File: config.mk
export PLATFORM = sky130hd
export DESIGN_NAME = itm_interval_timer
export DESIGN_NICKNAME = d
export VERILOG_FILES = /design/src/core/itm_pkg.sv /design/src/core/itm_interval_timer.sv /design/src/core/itm_prescaler.sv
export SDC_FILE = /design/constraint.sdc
export NUM_CORES = 1
export LEC_CHECK = 0
export ABC_AREA = 1
export ABC_CLOCK_PERIOD_IN_PS = 1900
export BUFFER_PORTS_ARGS = -buffer_cell sky130_fd_sc_hd__clkbuf_2
export CAP_MARGIN = 10
export CORE_MARGIN = 1
export CORE_UTILIZATION = 52
export DETAILED_ROUTE_END_ITERATION = 8
export GPL_ROUTABILITY_DRIVEN = 0
export PLACE_DENSITY_LB_ADDON = 0.12
export SLEW_MARGIN = 0
export SYNTH_ARGS = -nofsm -noshare
export SYNTH_HDL_FRONTEND = slang
export SYNTH_SLANG_ARGS = --single-unit
export TNS_END_PERCENT = 100
File: constraint.sdc
create_clock -name mclk_in -period 1.9 [get_ports mclk_in]
set_input_delay 0.19 -clock mclk_in [delete_from_list [all_inputs] [get_ports mclk_in]]
set_output_delay 0.19 -clock mclk_in [all_outputs]
set_load 0.005 [all_outputs]
File: src/core/itm_pkg.sv
// package: register map, field layout and constants of the interval timer
package itm_pkg;
   localparam int ADDR_W = 32;
   localparam logic [ADDR_W-1:0] COMPARE_ADDR = 32'hfffff544;
   localparam logic [ADDR_W-1:0] CONTROL_ADDR = 32'hfffff540;
   localparam logic [ADDR_W-1:0] IRQ_STATUS_ADDR = 32'hfffff548;
   localparam logic [ADDR_W-1:0] IRQ_MASK_ADDR = 32'hfffff54c;
   localparam logic [15:0] COMPARE_RESET = 16'h0000;
   localparam logic [7:0] CONTROL_RESET = 8'h00;
   localparam int RUN_BIT = 7;
   localparam int SEL_HI = 2;
   localparam logic [7:0] CONTROL_WMASK = 8'h87;
   localparam logic [15:0] COUNT_STOPPED = 16'hffff;
   localparam logic [15:0] COUNT_ZERO = 16'h0000;
   localparam logic [6:0] PRESCALE_ZERO = 7'h00;
   localparam logic [15:0] COUNT_ONE = 16'h0001;
   localparam logic [6:0] PRESCALE_ONE = 7'h01;
   localparam logic [31:0] READ_ZERO = 32'h00000000;
endpackage

File: src/core/itm_interval_timer.sv
// top: 16-bit interval timer with compare register and interrupt
//
// Strobed register access was chosen for this implementation.
`timescale 1ns/10ps
`default_nettype none

// Summary of operation
// - A 16-bit up-counter runs on the selected count clock and software cannot read or write it.
// - The compare register is 16 bits and is accessed only as a whole 16-bit word.
// - Reset loads the compare register with zero.
// - Rewriting the compare register with its present value is harmless at any time.
// - The control register is 8 bits and takes whole-byte or single-bit writes.
// - Reset clears the control register, so the timer is stopped on the undivided clock.
// - Rewriting the control register with its present value is harmless at any time.
// - While the run bit 7 is zero the timer is disabled and its counter is held at all ones at once.
// - Setting the run bit starts the count clock and counting.
// - On start the counter goes from all ones to zero on the first count clock, then counts up.
// - On a match with the compare value the counter clears and a compare-match request is raised.
module itm_interval_timer
   import itm_pkg::*;
(
   input wire logic mclk_in,             // base clock, 250 MHz
   input wire logic reset_n_in,          // async reset, active low
   input wire logic [ADDR_W-1:0] addr_in, // register byte address
   input wire logic [31:0] wdata_in,     // write data
   input wire logic wr_in,               // write strobe
   input wire logic rd_in,               // read strobe
   input wire logic [7:0] bit_en_in,     // control bit enables, all ones for byte write
   output logic [31:0] rdata_out,        // read data, cycle after strobe
   output logic compare_match_irq_out,   // compare-match pulse, one cycle per match; stays high with compare zero on /1
   output logic irq_out                  // level interrupt
);
   // ----------------------------------------------------------------
   // reset release
   // ----------------------------------------------------------------
   logic rst_meta_reg;
   logic rst_n;

   always_ff @(posedge mclk_in or negedge reset_n_in) begin
      if (!reset_n_in) begin
         rst_meta_reg <= 1'b0;
         rst_n <= 1'b0;
      end else begin
         rst_meta_reg <= 1'b1;
         rst_n <= rst_meta_reg;
      end
   end

   // ----------------------------------------------------------------
   // register decode
   // ----------------------------------------------------------------
   logic [15:0] compare_reg;
   logic [7:0] control_reg;
   logic [7:0] control_next;
   logic status_reg;
   logic mask_reg;
   logic wr_cmp;
   logic wr_ctl;
   logic wr_sts;
   logic wr_msk;
   logic timer_run_enable;
   logic [2:0] count_clock_select;
   logic [7:0] ctl_bits;

   assign wr_cmp = wr_in && (addr_in == COMPARE_ADDR);
   assign wr_ctl = wr_in && (addr_in == CONTROL_ADDR);
   assign wr_sts = wr_in && (addr_in == IRQ_STATUS_ADDR);
   assign wr_msk = wr_in && (addr_in == IRQ_MASK_ADDR);
   // bits 3..6 held at zero whatever software writes
   assign ctl_bits = (control_reg & ~bit_en_in) | (wdata_in[7:0] & bit_en_in);
   assign control_next = ctl_bits & CONTROL_WMASK;
   assign timer_run_enable = control_reg[RUN_BIT];
   assign count_clock_select = control_reg[SEL_HI:0];

   always_ff @(posedge mclk_in or negedge rst_n) begin
      if (!rst_n) begin
         compare_reg <= COMPARE_RESET;
         control_reg <= CONTROL_RESET;
         mask_reg <= 1'b0;
      end else begin
         // same-value writes change nothing downstream
         if (wr_cmp) begin
            compare_reg <= wdata_in[15:0];
         end
         if (wr_ctl) begin
            control_reg <= control_next;
         end
         if (wr_msk) begin
            mask_reg <= wdata_in[0];
         end
      end
   end

   // ----------------------------------------------------------------
   // counter
   // ----------------------------------------------------------------
   logic tick;
   logic [15:0] count_reg;
   logic [15:0] count_next;
   logic match;
   logic counter_rst_n;
   logic started_reg;

   itm_prescaler u_prescaler (
      .clk_in(mclk_in),
      .rst_n_in(rst_n),
      .run_in(timer_run_enable),
      .sel_in(count_clock_select),
      .tick_out(tick)
   );

   // the first tick only wraps the stopped all-ones value, so no match then,
   // even with a compare value of all ones
   assign match = started_reg && (count_reg == compare_reg);
   assign count_next = (match || !started_reg) ? COUNT_ZERO : count_reg + COUNT_ONE;
   // clearing run resets the counter without a clock edge; both inputs of
   // the and are flip-flops, so the clear only pulses on a real change
   assign counter_rst_n = rst_n && timer_run_enable;

   always_ff @(posedge mclk_in or negedge counter_rst_n) begin
      if (!counter_rst_n) begin
         count_reg <= COUNT_STOPPED;
         started_reg <= 1'b0;
      end else if (tick) begin
         count_reg <= count_next;
         started_reg <= 1'b1;
      end
   end

   logic match_evt;
   assign match_evt = tick && match;
   assign compare_match_irq_out = match_evt;

   // ----------------------------------------------------------------
   // interrupt status
   // ----------------------------------------------------------------
   always_ff @(posedge mclk_in or negedge rst_n) begin
      if (!rst_n) begin
         status_reg <= 1'b0;
      end else if (match_evt) begin
         status_reg <= 1'b1; // set wins over a clear in the same cycle
      end else if (wr_sts && wdata_in[0]) begin
         status_reg <= 1'b0;
      end
   end

   assign irq_out = status_reg && mask_reg;

   // ----------------------------------------------------------------
   // read port
   // ----------------------------------------------------------------
   logic [31:0] rsel;

   assign rsel = (addr_in == COMPARE_ADDR) ? {16'h0000, compare_reg} :
                 (addr_in == CONTROL_ADDR) ? {24'h000000, control_reg} :
                 (addr_in == IRQ_STATUS_ADDR) ? {31'h00000000, status_reg} :
                 (addr_in == IRQ_MASK_ADDR) ? {31'h00000000, mask_reg} : READ_ZERO;

   always_ff @(posedge mclk_in or negedge rst_n) begin
      if (!rst_n) begin
         rdata_out <= READ_ZERO;
      end else begin
         rdata_out <= rd_in ? rsel : READ_ZERO;
      end
   end
endmodule
`default_nettype wire

File: src/core/itm_prescaler.sv
// prescaler: divides the base clock and produces one-cycle count ticks
`timescale 1ns/10ps
`default_nettype none
module itm_prescaler
   import itm_pkg::*;
(
   input wire logic clk_in,        // base clock
   input wire logic rst_n_in,      // synchronised reset
   input wire logic run_in,        // run enable, low stops ticks at once and clears the divider on the next clock
   input wire logic [2:0] sel_in,  // divide select
   output logic tick_out           // one-cycle count clock tick
);
   logic [6:0] div_reg;
   logic [6:0] div_next;
   logic [6:0] div_mask;
   logic [7:0] mask_wide;

   assign mask_wide = (8'h01 << sel_in) - 8'h01;
   assign div_mask = mask_wide[6:0];
   assign div_next = ((div_reg & div_mask) == div_mask) ? PRESCALE_ZERO : div_reg + PRESCALE_ONE;
   // tick on the last base cycle of each period; /1 ticks every cycle
   assign tick_out = run_in && ((div_reg & div_mask) == div_mask);

   always_ff @(posedge clk_in or negedge rst_n_in) begin
      if (!rst_n_in) begin
         div_reg <= PRESCALE_ZERO;
      end else if (!run_in) begin
         div_reg <= PRESCALE_ZERO;
      end else begin
         div_reg <= div_next;
      end
   end
endmodule
`default_nettype wire

==> metrics.txt <==
run status=complete, but fails checks; violations in the final reports=setup timing; Area Growth Syn to Fin=19.0%; clock tree from TritonCTS=built; Post-DP HPWL=5.45 mm; power density of the placed cells=672 nW/um^2; Crit path required time=1710 ps; tightest hold margin=59.5 ps; static leakage power=0.00228 uW; CTS H-tree depth=3; drt first-iter violations=212; hold violation total from the final report=0; path class of the lowest-slack min-delay path=input pin to flip-flop; worst setup slack after placement=about 200 ps; largest fanout on the critical path=2; most common cell after layout, fill and taps aside=nand2_1; final net count=632; final count of pins violating max slew=0; die extent in y=around 85 um; Period Utilization, post-route=1.01; DRT Pass-1 Iters=5; average size of a mapped cell=about 7.7 um^2; effective utilization at floorplan=0.551; number of warnings printed during yosys synthesis=0; area inside the core boundary=around 6500 um^2; Diodes inserted=0; maximum number of pins on one net before global-route repair=46; register area=1620 um^2; actual transition at the worst max-transition pin=around 670 ps; cell count after synthesis=between 400 and 500; Cell variety after synth=32; via count of the first global-routing pass=2799; Vias=3094; number of buffer cells added on primary ports=73; Setup-failing EPs final=1; post-synthesis sequential area ratio=0.450; total die area=roughly 7300 um^2; TritonCTS buffer count=9; total grt overflow=0; VDD IR-drop max=0.445 mV; Max Clock Freq=521 MHz; summed instance area of the synthesized netlist=3600 um^2; latest clock arrival within the worst-skew pair=340 ps; wire per inst=12.0 um; via/cell ratio=4.86; row count=29; utilization after layout=0.656; Worst EP arrival=1730 ps; share of final-layout standard cells stronger than drive strength 1=0.249; clock skew after layout=6.58 ps; initial antenna violation count=0; WL final=7.61 mm; number of flip-flops and latches in the synthesized netlist=64; number of top-level design ports=110; Clock Tree Buf Depth=2; worst-case register-to-register setup slack=260 ps; # Max-Cap Violations=0; start-to-end type of the worst setup path=flip-flop to output port; filler cell count=589; Antenna Nets Post-Route=0; Crit. End Element=output port; clock-pin slew on the worst setup and hold paths=70 ps; total global routing track utilization=0.229; Slew headroom=0.551; post-detailed-route DRC marker count=0; clk sink count=between 60 and 70; unrepaired setup endpoints after global routing=yes; TNS Setup=-18.6 ps; Critical Path Source Type=flip-flop; clock period minus final worst setup slack=1920 ps; Clk Tree Root Cell=clkbuf_8; Final Worst Setup Slack=-18.6 ps; highest-count cells in the layout ignoring fill and taps=nand2_1, clkbuf_2, inv_1, nor2_1, dfrtp_1; wire length of the first global-routing pass=12.9 mm; area used by multi-input combinational logic=1620 um^2; Die W=between 80 and 90 um
[critical path, stage by stage (launching register included)]
cell and delay [ps]:
dfstp_2 550, inv_2 40, nand2_1 50, nand2_1 70, a21oi_2 150, nand2_1 100
nor2_2 100, nand2_2 70, nor3_2 140, buf_2 130
[synth_stat cells]
cell      instances  share of area
a21oi_1           5         0.0070
a22oi_1           1         0.0021
and2_1            4         0.0070
buf_1             1         0.0010
buf_2             1         0.0014
buf_4            18          0.038
buf_6             5          0.016
clkbuf_1          1         0.0010
conb_1            2         0.0021
dfrtp_1          48           0.33
dfstp_2          16           0.12
ha_1              2         0.0070
inv_1            57          0.059
inv_2             2         0.0021
inv_4             1         0.0017
nand2_1         138           0.14
nand2_2           2         0.0035
nand3_1          19          0.026
nand3_2           1         0.0028
nand3_4           1         0.0049
nand4_1          24          0.042
nor2_1           57          0.059
nor2_2            2         0.0035
nor2_4            4          0.013
nor2_8            1         0.0056
nor3_1            4         0.0056
nor3_2            1         0.0028
o21ai_0          22          0.031
o21ai_1           1         0.0014
or2_1             1         0.0017
xnor2_1           3         0.0073
xor2_1           21          0.051
[path summary, 6_finish.rpt]
path,end,cells past startpoint,from
worst max-delay path,compare_match_irq_out,9,count_reg[2]
worst min-delay path,compare_reg[6],3,wdata_in[6]
worst max register to register,count_reg[14],7,count_reg[1]
worst min register to register,rst_n,0,rst_meta_reg
max in group asynchronous,started_reg,2,flip-flop
min in group asynchronous,rst_n,2,reset_n_in
[repair_timing]
action                                 in CTS  in global routing
buffers inserted                            7                  0
pin swaps                                   3                  1
endpoints found under the hold margin       2                  0
hold buffers                                1                  0
setup endpoints to repair                   1                  1
gates resized for setup                     4                  2
[cell type report]
cell class,instances,share of cell area
multi-input combinational,331,0.377
tap,77,0.0225
inverter,60,0.0531
clock buffer,14,0.0426
clock inverter,2,0.0140
sequential,64,0.379
timing repair buffer,88,0.112
[power breakdown]
group | internal, uW | switching [uW] | total, uW
registers | 1370 | 0.876 | 1370
clock network | 884 | 506 | 1390
logic | 51.1 | 70.9 | 122
[through the flow]
stage	cell area (um^2)	power, uW	instances
2_1_floorplan	3660	1460	481
3_3_place_gp	3970	1510	612
3_5_place_dp	3970	1510	612
4_1_cts	4280	2920	636
5_1_grt	4290	2970	636
6_report	4290	2880	636
[logic make-up (layout without fill, tap and decap cells)]
| logic type | after synthesis | after routing | synth area share |
|---|---|---|---|
| compound gates | 29 | 29 | 0.0410 |
| other cells | 2 | 17 | 0.00209 |
| fa+ha+maj | 2 | 2 | 0.00695 |
| xor+xnor | 24 | 24 | 0.0584 |
| flops | 64 | 64 | 0.450 |
| simple gates | 259 | 259 | 0.321 |
| buf+inv | 86 | 164 | 0.120 |
[routing by layer]
metal | share of wire | up-vias | global-route usage | wire (um)
met5 | 0 | - | 0 | 0
met4 | 0.015 | 0 | 0.0863 | 116
met3 | 0.052 | 10 | 0.0428 | 399
met2 | 0.45 | 96 | 0.356 | 3420
met1 | 0.48 | 1393 | 0.319 | 3670
li1 | - | 1595 | - | -
(Power assumes the default switching activity.)
